`src/inc/mot_defines.vh`:
```
// Register indices, field positions, reset values and trim scale constants for the trim bank.
`ifndef MOT_DEFINES_VH
`define MOT_DEFINES_VH

// ****************************************
// Register indices on the control port
// ****************************************
`define MOT_IDX_IQ_GAIN      3'h1
`define MOT_IDX_ENVELOPE_GAIN_CODE     3'h2
`define MOT_IDX_I_OFFSET     3'h3
`define MOT_IDX_Q_OFFSET     3'h4
`define MOT_IDX_TEST_INV     3'h5

// ****************************************
// Reset value of every register
// ****************************************
`define MOT_RESET_VALUE      8'h00

// ****************************************
// Writable bit masks
// ****************************************
`define MOT_MASK_IQ_GAIN     8'hff
`define MOT_MASK_ENVELOPE_GAIN_CODE    8'hf0
`define MOT_MASK_OFFSET      8'hf8
`define MOT_MASK_TEST_INV    8'hff

// ****************************************
// Field positions
// ****************************************
`define MOT_I_GAIN_MSB       7
`define MOT_I_GAIN_LSB       4
`define MOT_Q_GAIN_MSB       3
`define MOT_Q_GAIN_LSB       0
`define MOT_ENVELOPE_GAIN_CODE_MSB     7
`define MOT_ENVELOPE_GAIN_CODE_LSB     4
`define MOT_OFFSET_MSB       7
`define MOT_OFFSET_LSB       3
`define MOT_INV_HI_BIT       3
`define MOT_INV_LO_BIT       2
`define MOT_TEST_HI_MSB      7
`define MOT_TEST_HI_LSB      4
`define MOT_TEST_LO_MSB      1
`define MOT_TEST_LO_LSB      0

// ****************************************
// Trim scale, amplitude in thousandths
// ****************************************
`define MOT_AMP_UNITY        12'h3e8
`define MOT_IQ_AMP_STEP      5'h06
`define MOT_ENV_AMP_STEP     5'h12
`define MOT_IQ_STEP_MV       3
`define MOT_ENV_STEP_MV      9
`define MOT_OFFSET_STEP_MV   3

`endif

```
`src/logic/mot_gain_decode.v`:
```
// Signed gain code to relative amplitude in thousandths.
`timescale 1ns/1ps
`default_nettype none
`include "mot_defines.vh"

module mot_gain_decode (
	// Code and step
	input  wire [3:0]  i_code,
	input  wire [4:0]  i_step,
	// Amplitude
	output wire [11:0] o_amp
);

	wire signed [11:0] step_s;
	wire signed [11:0] code_s;
	wire signed [11:0] prod_s;

	assign step_s = {7'h00, i_step};
	// Code is sign-extended, so negative codes pull the amplitude below unity.
	assign code_s = {{8{i_code[3]}}, i_code};
	assign prod_s = step_s * code_s;
	assign o_amp  = `MOT_AMP_UNITY + prod_s;

endmodule
`default_nettype wire

```
`src/logic/mot_trim_regs.v`:
```
// Output trim and IF-invert control register bank with decoded trim outputs.
`timescale 1ns/1ps
`default_nettype none
`include "mot_defines.vh"


module mot_trim_regs (
	// Clock and reset
	input  wire        i_clock,
	input  wire        i_reset,
	// Register write port
	input  wire        i_wr_en,
	input  wire [2:0]  i_wr_addr,
	input  wire [7:0]  i_wr_data,
	// Register read port
	input  wire [2:0]  i_rd_addr,
	output reg  [7:0]  o_rd_data,
	// Gain codes and amplitudes
	output reg  [3:0]  o_inphase_gain_code,
	output reg  [3:0]  o_quad_gain_code,
	output reg  [3:0]  o_envelope_gain_code,
	output reg  [11:0] o_inphase_amp,
	output reg  [11:0] o_quad_amp,
	output reg  [11:0] o_envelope_amp,
	// Offset codes and millivolts
	output reg  [4:0]  o_inphase_offset_code,
	output reg  [4:0]  o_quad_offset_code,
	output reg  [6:0]  o_inphase_offset_mv,
	output reg  [6:0]  o_quad_offset_mv,
	// Demodulator and test controls
	output reg         o_if_phase_invert_sel,
	output reg  [5:0]  o_factory_test_bits
);

	// ****************************************
	// Storage
	// ****************************************
	reg  [7:0]  iq_gain_trim_q;
	reg  [7:0]  envelope_gain_trim_q;
	reg  [7:0]  inphase_offset_trim_q;
	reg  [7:0]  quadrature_offset_trim_q;
	reg  [7:0]  test_and_if_invert_q;
	wire [11:0] inphase_amp_d;
	wire [11:0] quad_amp_d;
	wire [11:0] envelope_amp_d;

	// Offset code times three, kept as a shift and add of the sign-extended code.
	function [6:0] offset_mv;
		input [4:0] code;
		begin
			offset_mv = {{2{code[4]}}, code} + {code[4], code, 1'b0};
		end
	endfunction

	// Readback of one register by index; holes and index zero read as zero.
	function [7:0] reg_read;
		input [2:0] idx;
		begin
			case (idx)
				`MOT_IDX_IQ_GAIN:  reg_read = iq_gain_trim_q;
				`MOT_IDX_ENVELOPE_GAIN_CODE: reg_read = envelope_gain_trim_q;
				`MOT_IDX_I_OFFSET: reg_read = inphase_offset_trim_q;
				`MOT_IDX_Q_OFFSET: reg_read = quadrature_offset_trim_q;
				`MOT_IDX_TEST_INV: reg_read = test_and_if_invert_q;
				default:           reg_read = 8'h00;
			endcase
		end
	endfunction

	// ****************************************
	// Register writes
	// ****************************************
	// The write port is assumed to come from a serial front end on this same clock.
	always @(posedge i_clock or posedge i_reset) begin
		if (i_reset) begin
			iq_gain_trim_q           <= `MOT_RESET_VALUE;
			envelope_gain_trim_q     <= `MOT_RESET_VALUE;
			inphase_offset_trim_q    <= `MOT_RESET_VALUE;
			quadrature_offset_trim_q <= `MOT_RESET_VALUE;
			test_and_if_invert_q     <= `MOT_RESET_VALUE;
		end else if (i_wr_en) begin
			case (i_wr_addr)
				`MOT_IDX_IQ_GAIN: begin
					iq_gain_trim_q <= i_wr_data & `MOT_MASK_IQ_GAIN;
				end
				`MOT_IDX_ENVELOPE_GAIN_CODE: begin
					envelope_gain_trim_q <= i_wr_data & `MOT_MASK_ENVELOPE_GAIN_CODE;
				end
				`MOT_IDX_I_OFFSET: begin
					inphase_offset_trim_q <= i_wr_data & `MOT_MASK_OFFSET;
				end
				`MOT_IDX_Q_OFFSET: begin
					quadrature_offset_trim_q <= i_wr_data & `MOT_MASK_OFFSET;
				end
				`MOT_IDX_TEST_INV: begin
					test_and_if_invert_q <= i_wr_data & `MOT_MASK_TEST_INV;
				end
				default: begin
				end
			endcase
		end
	end

	// ****************************************
	// Amplitude decode
	// ****************************************
	// in-phase signed amplitude
	mot_gain_decode u_inphase_amp (
		.i_code (iq_gain_trim_q[`MOT_I_GAIN_MSB:`MOT_I_GAIN_LSB]),
		.i_step (`MOT_IQ_AMP_STEP),
		.o_amp  (inphase_amp_d)
	);

	mot_gain_decode u_quad_amp (
		.i_code (iq_gain_trim_q[`MOT_Q_GAIN_MSB:`MOT_Q_GAIN_LSB]),
		.i_step (`MOT_IQ_AMP_STEP),
		.o_amp  (quad_amp_d)
	);

	mot_gain_decode u_envelope_amp (
		.i_code (envelope_gain_trim_q[`MOT_ENVELOPE_GAIN_CODE_MSB:`MOT_ENVELOPE_GAIN_CODE_LSB]),
		.i_step (`MOT_ENV_AMP_STEP),
		.o_amp  (envelope_amp_d)
	);

	// ****************************************
	// Registered outputs
	// ****************************************
	// Outputs lag the stored registers by one clock so every port comes from a flip-flop.
	always @(posedge i_clock or posedge i_reset) begin
		if (i_reset) begin
			o_rd_data             <= 8'h00;
			o_inphase_gain_code   <= 4'h0;
			o_quad_gain_code      <= 4'h0;
			o_envelope_gain_code  <= 4'h0;
			o_inphase_amp         <= `MOT_AMP_UNITY;
			o_quad_amp            <= `MOT_AMP_UNITY;
			o_envelope_amp        <= `MOT_AMP_UNITY;
			o_inphase_offset_code <= 5'h00;
			o_quad_offset_code    <= 5'h00;
			o_inphase_offset_mv   <= 7'h00;
			o_quad_offset_mv      <= 7'h00;
			o_if_phase_invert_sel <= 1'b0;
			o_factory_test_bits   <= 6'h00;
		end else begin
			o_rd_data             <= reg_read(i_rd_addr);
			o_inphase_gain_code   <= iq_gain_trim_q[`MOT_I_GAIN_MSB:`MOT_I_GAIN_LSB];
			o_quad_gain_code      <= iq_gain_trim_q[`MOT_Q_GAIN_MSB:`MOT_Q_GAIN_LSB];
			o_envelope_gain_code  <= envelope_gain_trim_q[`MOT_ENVELOPE_GAIN_CODE_MSB:`MOT_ENVELOPE_GAIN_CODE_LSB];
			o_inphase_amp         <= inphase_amp_d;
			o_quad_amp            <= quad_amp_d;
			o_envelope_amp        <= envelope_amp_d;
			o_inphase_offset_code <= inphase_offset_trim_q[`MOT_OFFSET_MSB:`MOT_OFFSET_LSB];
			o_quad_offset_code    <= quadrature_offset_trim_q[`MOT_OFFSET_MSB:`MOT_OFFSET_LSB];
			o_inphase_offset_mv   <=
				offset_mv(inphase_offset_trim_q[`MOT_OFFSET_MSB:`MOT_OFFSET_LSB]);
			o_quad_offset_mv      <=
				offset_mv(quadrature_offset_trim_q[`MOT_OFFSET_MSB:`MOT_OFFSET_LSB]);
			// invert only when both set
			// Mixed settings fall back to normal phase, the safe choice for an undefined code.
			o_if_phase_invert_sel <= test_and_if_invert_q[`MOT_INV_HI_BIT] &
				test_and_if_invert_q[`MOT_INV_LO_BIT];
			o_factory_test_bits   <= {test_and_if_invert_q[`MOT_TEST_HI_MSB:`MOT_TEST_HI_LSB],
				test_and_if_invert_q[`MOT_TEST_LO_MSB:`MOT_TEST_LO_LSB]};
		end
	end

endmodule
`default_nettype wire

```
`config.mk`:
```
export PLATFORM = sky130hd
export DESIGN_NAME = mot_trim_regs
export DESIGN_NICKNAME = d
export VERILOG_FILES = /design/src/logic/mot_gain_decode.v /design/src/logic/mot_trim_regs.v
export VERILOG_INCLUDE_DIRS = /design/src /design/src/inc
export SDC_FILE = /design/constraint.sdc
export NUM_CORES = 1
export LEC_CHECK = 0
export BUFFER_PORTS_ARGS = -buffer_cell sky130_fd_sc_hd__buf_2
export CAP_MARGIN = 40
export CORE_AREA = 10 10 107 109
export CTS_CLUSTER_DIAMETER = 100
export DETAILED_ROUTE_END_ITERATION = 16
export DIE_AREA = 0 0 117 119
export PLACE_DENSITY_LB_ADDON = 0.25
export SETUP_SLACK_MARGIN = 0.05
export SLEW_MARGIN = 15
export SYNTH_ARGS = -nofsm -noshare
export SYNTH_HDL_FRONTEND = slang
export SYNTH_SLANG_ARGS = --single-unit
export TNS_END_PERCENT = 50
```
`constraint.sdc`:
```
create_clock -name i_clock -period 3.64 [get_ports i_clock]
set_input_delay 0.728 -clock i_clock [delete_from_list [all_inputs] [get_ports i_clock]]
set_output_delay 0.728 -clock i_clock [all_outputs]
set_load 0.05 [all_outputs]
```
# Word level (Yosys, flattened, before mapping)
# Cells that the tools add are included.
[op_classes]
bitwise = 1
muxes = 1
n_reduce_logical = 5
eq_ne = 10
n_addsub = 5
mul = 3
[op_table]
columns = ["cell", "count"]
rows = [
  ["one-hot mux 8 bit (5 select lines)", 1],
  ["adder 10 x 12 -> 12 bit (first input constant)", 3],
  ["adder 5 x 6 -> 7 bit", 2],
  ["multiplier 3 x 4 -> 7 bit (first input constant)", 2],
  ["equality test 3 x 2 -> 1 bit (second input constant)", 4],
  ["equality test 3 bit (second input constant)", 4],
  ["AND reduction 2 bit", 5],
  ["multiplier 5 x 4 -> 9 bit (first input constant)", 1],
  ["equality test 3 x 1 -> 1 bit (second input constant)", 2],
  ["AND 1 bit", 1],
]
[totals]
in_bits = 17
wordCells = 43
regBits = 117
output_inout_bits = 87

# Logic depth before layout (Yosys ltp)
[logic_depth]
depth_word = 2
depth_mapped = 8
depth_no_buf = 8

# Modules after synthesis
# From an unflattened synthesis, not the netlist that was laid out.
[hier_totals]
cells_unflattened = 474
area_unflattened_um2 = 6024.5
[modules_own_cells]
columns = ["module", "n_inst", "cells_per_inst", "seq_area_each_um2", "area_per_inst_um2"]
rows = [
  ["mot_trim_regs", 1, 227, 2850.2, 3870.0],
  ["mot_gain_decode (u_inphase_amp)", 1, 82, 0.0, 720.7],
  ["mot_gain_decode (u_envelope_amp)", 1, 82, 0.0, 716.9],
  ["mot_gain_decode (u_quad_amp)", 1, 83, 0.0, 716.9],
]

# Least setup slack after synthesis
# Ideal clock, no wire load.
[synth_path]
path_kind = "reg-to-reg"
startpoint = "register envelope_gain_trim_q[7]"
endpoint = "register o_envelope_amp[8]"
setup_time_ns = 0.075
required_time_ns = 3.565
setup_slack_ns = 1.233
path_stages_with_launch = 8
path_buffers = 0
t_arrival_ns = 2.331
cell_sequence = "dfrtp_1 > ha_1 > fa_1 > ha_1 > a211oi_1 > mux2i_1 > a2bb2oi_1 > xnor2_1"
[synth_via]
elab_chain_len = 2
[synth_lines]
columns = ["element", "line_no", "source"]
rows = [
  ["from (decl)", "mot_trim_regs.v:39", "reg [7:0] envelope_gain_trim_q;"],
  ["from (signal assigned)", "mot_trim_regs.v:77", "envelope_gain_trim_q <= `MOT_RESET_VALUE;"],
  ["from (signal assigned)", "mot_trim_regs.v:87", "envelope_gain_trim_q <= i_wr_data & `MOT_MASK_ENVELOPE_GAIN_CODE;"],
  ["multiplier 5 x 4 -> 9 bit", "mot_gain_decode.v:21", "assign prod_s = step_s * code_s;"],
  ["adder 10 x 12 -> 12 bit (no line)", "n/a", ""],
  ["net envelope_amp_d[8]", "mot_trim_regs.v:45", "wire [11:0] envelope_amp_d;"],
  ["to (signal assigned)", "mot_trim_regs.v:138", "o_envelope_amp <= `MOT_AMP_UNITY;"],
  ["to (signal assigned)", "mot_trim_regs.v:152", "o_envelope_amp <= envelope_amp_d;"],
  ["to (decl)", "mot_trim_regs.v:24", "output reg [11:0] o_envelope_amp,"],
]
# The timed path passes the listed nets, and every way through them passes these cells.
# A chain may end at the register's enable or synchronous reset.

# Worst setup path in the final report
# Ends and elaborated chain as after synthesis.

==> metrics.csv <==
stage,metric,value,unit
outcome,status,completed,
synth,syn_area_per_cell,13.49,µm²
worst_setup_path,crit_family,adder cells,
grt,grt_pass1_vias,2750,
timing,finalClockSkew,7.585,ps
timing,drv_slew,0,
detailed_routing,first_iter_violations,141,
timing,finalSetupViolCount,0,
timing,period_needed,2651,ps
worst_setup_path,path_cells,ha_1 -> fa_1 -> ha_1 -> a211oi_1 -> mux2i_1 -> a2bb2oi_1 -> xnor2_1,
worst_setup_path,cpMostUsedCell,ha_1,
floorplanning,rows,36,
placement,hpwl,6759,µm
synth,synthFlopType,dfrtp_1,
worst_setup_path,worst_ep_required_time,3920,ps
timing,fmax,0.3773,GHz
synth,ys_ff_latch,101,
power,peakVddDrop,0.4402,mV
detailed_routing,drc,0,
clock_tree,root_buffer,clkbuf_8,
run,drv_cap,0,
placement,place_inst,523,
synth,ys_types,42,
timing,hold_viol_final,0,
detailed_routing,routed_wl,8672,µm
clock_tree,cts_sinks,101,
final_layout,fillers,831,
placement,globalplace.congestion,0.8479,
floorplanning,initial_core_util,46.51,%
final_layout,fin_nets,474,
synth,ys_seq_area_share,57.91,%
detailed_routing,wl_per_cell,16.09,µm
worst_setup_path,cp_num_buf_inv,0,
final_layout,synthToLayoutAreaGrowth,16.92,%
grt,gr-total-overflow,0,
grt,track_usage,12.74,%
worst_setup_path,arrival,2930,ps
final_layout,stdcell_area,5144,µm²
worst_setup_path,crit_path_top_delay_cell,fa_1,
clock_tree,cts_tree,yes,
floorplanning,die_x,117,µm
floorplanning,die-area,13920,µm²
worst_setup_path,worst_setup_path_end_kind,register,
floorplanning,pin_count,104,
clock_tree,postCtsSetupRepairBufs,0,
worst_setup_path,critPathKind,reg2reg,
placement,place_area,4946,µm²
synth,syn_inst,326,
timing,fin_crit_sh,72.82,%
worst_setup_path,critPathMaxFanout,9,
detailed_routing,vias_per_cell,4.885,
final_layout,diodes,0,
clock_tree,path_clk_slew,80,ps
timing,max_slew_margin,42.52,%
worst_setup_path,start_kind,register,
final_layout,layout_common_cells,"buf_2, dfrtp_1, ha_1",
grt,grt_pass1_wl,14020,µm
final_layout,stdcell_count,539,
power,leakagePower,0.002535,µW
final_layout,final_common_cell,buf_2,
detailed_routing,vias,2633,
worst_hold_path,hold_class,reg2reg,
synth,yosysWarnings,0,
clock_tree,cts_buffers,9,
power,power_density,888.1,nW/µm²
synth,async_flop_share,100.0,%
grt,antenna_found_initial,0,
synth,synth_edf_count,0,
final_layout,drive_gt1_share,38.82,%
clock_tree,cts_resized,0,
timing,final.setup.tns,0,ps
clock_tree,cts_max_level,3,
clock_tree,ctsHoldBuffers,0,
clock_tree,cts_max_path_buffers,2,
synth,syn_area,4399,µm²
floorplanning,core,9459,µm²
detailed_routing,postRouteAntennaNets,0,
clock_tree,worst_skew_pair.late_latency,350,ps
grt,grt_max_degree,54,
detailed_routing,drt_first_pass_iters,4,
placement,port_buffers,97,
worst_setup_path,slowest_delay,530,ps
timing,rsz0062_at_grt,false,
timing,tightest_slew,855.5,ps
floorplanning,die_h,119,µm
==> sequential cells by signal, summed over array words and instances, names as in the netlist, 5 cells and up <==
signal	cells
o_envelope_amp	8
quadrature_offset_trim_q	5
o_quad_offset_mv	6
iq_gain_trim_q	8
o_inphase_offset_mv	6
test_and_if_invert_q	8
o_factory_test_bits	6
o_quad_amp	7
inphase_offset_trim_q	5
o_inphase_amp	9
o_rd_data	8
==> Yosys cell counts, types with 2 or more instances <==
cell type | instances | area (µm²)
xnor2_1 | 16 | 140.1
ha_1 | 32 | 400.4
a21o_1 | 3 | 22.52
o21ai_0 | 9 | 45.04
nor4bb_1 | 2 | 20.02
nand2b_1 | 5 | 31.28
dfstp_2 | 16 | 420.4
a21oi_1 | 8 | 40.04
a21bo_2 | 2 | 20.02
fa_1 | 5 | 100.1
buf_4 | 16 | 120.1
mux2i_1 | 11 | 110.1
nor2_1 | 6 | 22.52
nor2b_1 | 6 | 37.54
nand3_1 | 2 | 10.01
and2_1 | 2 | 12.51
mux2_2 | 28 | 315.3
nand2_1 | 14 | 52.55
dfrtp_1 | 85 | 2127
clkbuf_1 | 3 | 11.26
inv_1 | 20 | 75.07
xor2_1 | 2 | 17.52
a22oi_1 | 5 | 37.54
o22ai_1 | 6 | 37.54
buf_2 | 3 | 15.01
nor3_1 | 3 | 15.01
==> power breakdown <==
group	total, µW	switching (µW)	leakage (µW)	internal, µW
combinational	2200	1580	0.00123	618
sequential	1670	161	0.00120	1510
clock	698	342	0.000101	356
==> per-layer routing <==
| metal | GRT usage [%] | vias to the layer above | wire (µm) |
|---|---|---|---|
| met5 | 0 | - | 0 |
| met4 | 5.564 | 0 | 150 |
| met2 | 21.35 | 70 | 4293 |
| met3 | 3.213 | 11 | 594 |
| li1 | - | 1287 | - |
| met1 | 15.01 | 1265 | 3633 |
==> cells by family after synthesis <==
group	Yosys count	share of synthesized area, %
AO/OA/AOI/OAI	44	7.054
XOR/XNOR	18	3.584
adder cells (fa/ha/maj)	37	11.38
buffers and inverters	42	5.034
flip-flops	101	57.91
multiplexers	39	9.670
other	1	0.08524
AND/OR/NAND/NOR	44	5.290
==> area by class of cell <==
cell class	count	area, µm²	area share (%)
Multi-Input combinational cell	188	1655	32.18
Clock buffer	14	162.7	3.162
Tap cell	114	142.6	2.773
Clock inverter	2	35.03	0.6811
Timing Repair Buffer	100	523.0	10.17
Sequential cell	101	2547	49.53
Inverter	20	77.57	1.508
==> per-stage QoR <==
stage          utilization (%)  hold slack [ps]  total power (µW)  worst slack (ps)
2_1_floorplan                -            368.5              3481             291.3
3_3_place_gp             52.18            377.0              3891              1100
3_5_place_dp             52.29            379.6              3925              1011
4_1_cts                  54.38            400.3              4637             974.5
5_1_grt                  54.38            414.8              4844             797.8
6_report                 54.38            401.6              4568             989.3
==> worst paths after layout <==
kind	slack, ps	depth (start not counted)	endpoint	startpoint
min reg2reg	400	0	o_factory_test_bits[0]	test_and_if_invert_q[0]
max in group asynchronous	2450	3	o_inphase_amp[3]	i_reset
max	990	7	o_envelope_amp[8]	envelope_gain_trim_q[7]
min	400	0	o_factory_test_bits[0]	test_and_if_invert_q[0]
max reg2reg	990	7	o_envelope_amp[8]	envelope_gain_trim_q[7]
min in group asynchronous	450	2	o_quad_amp[4]	i_reset
Power figures use the tool's default switching activity.
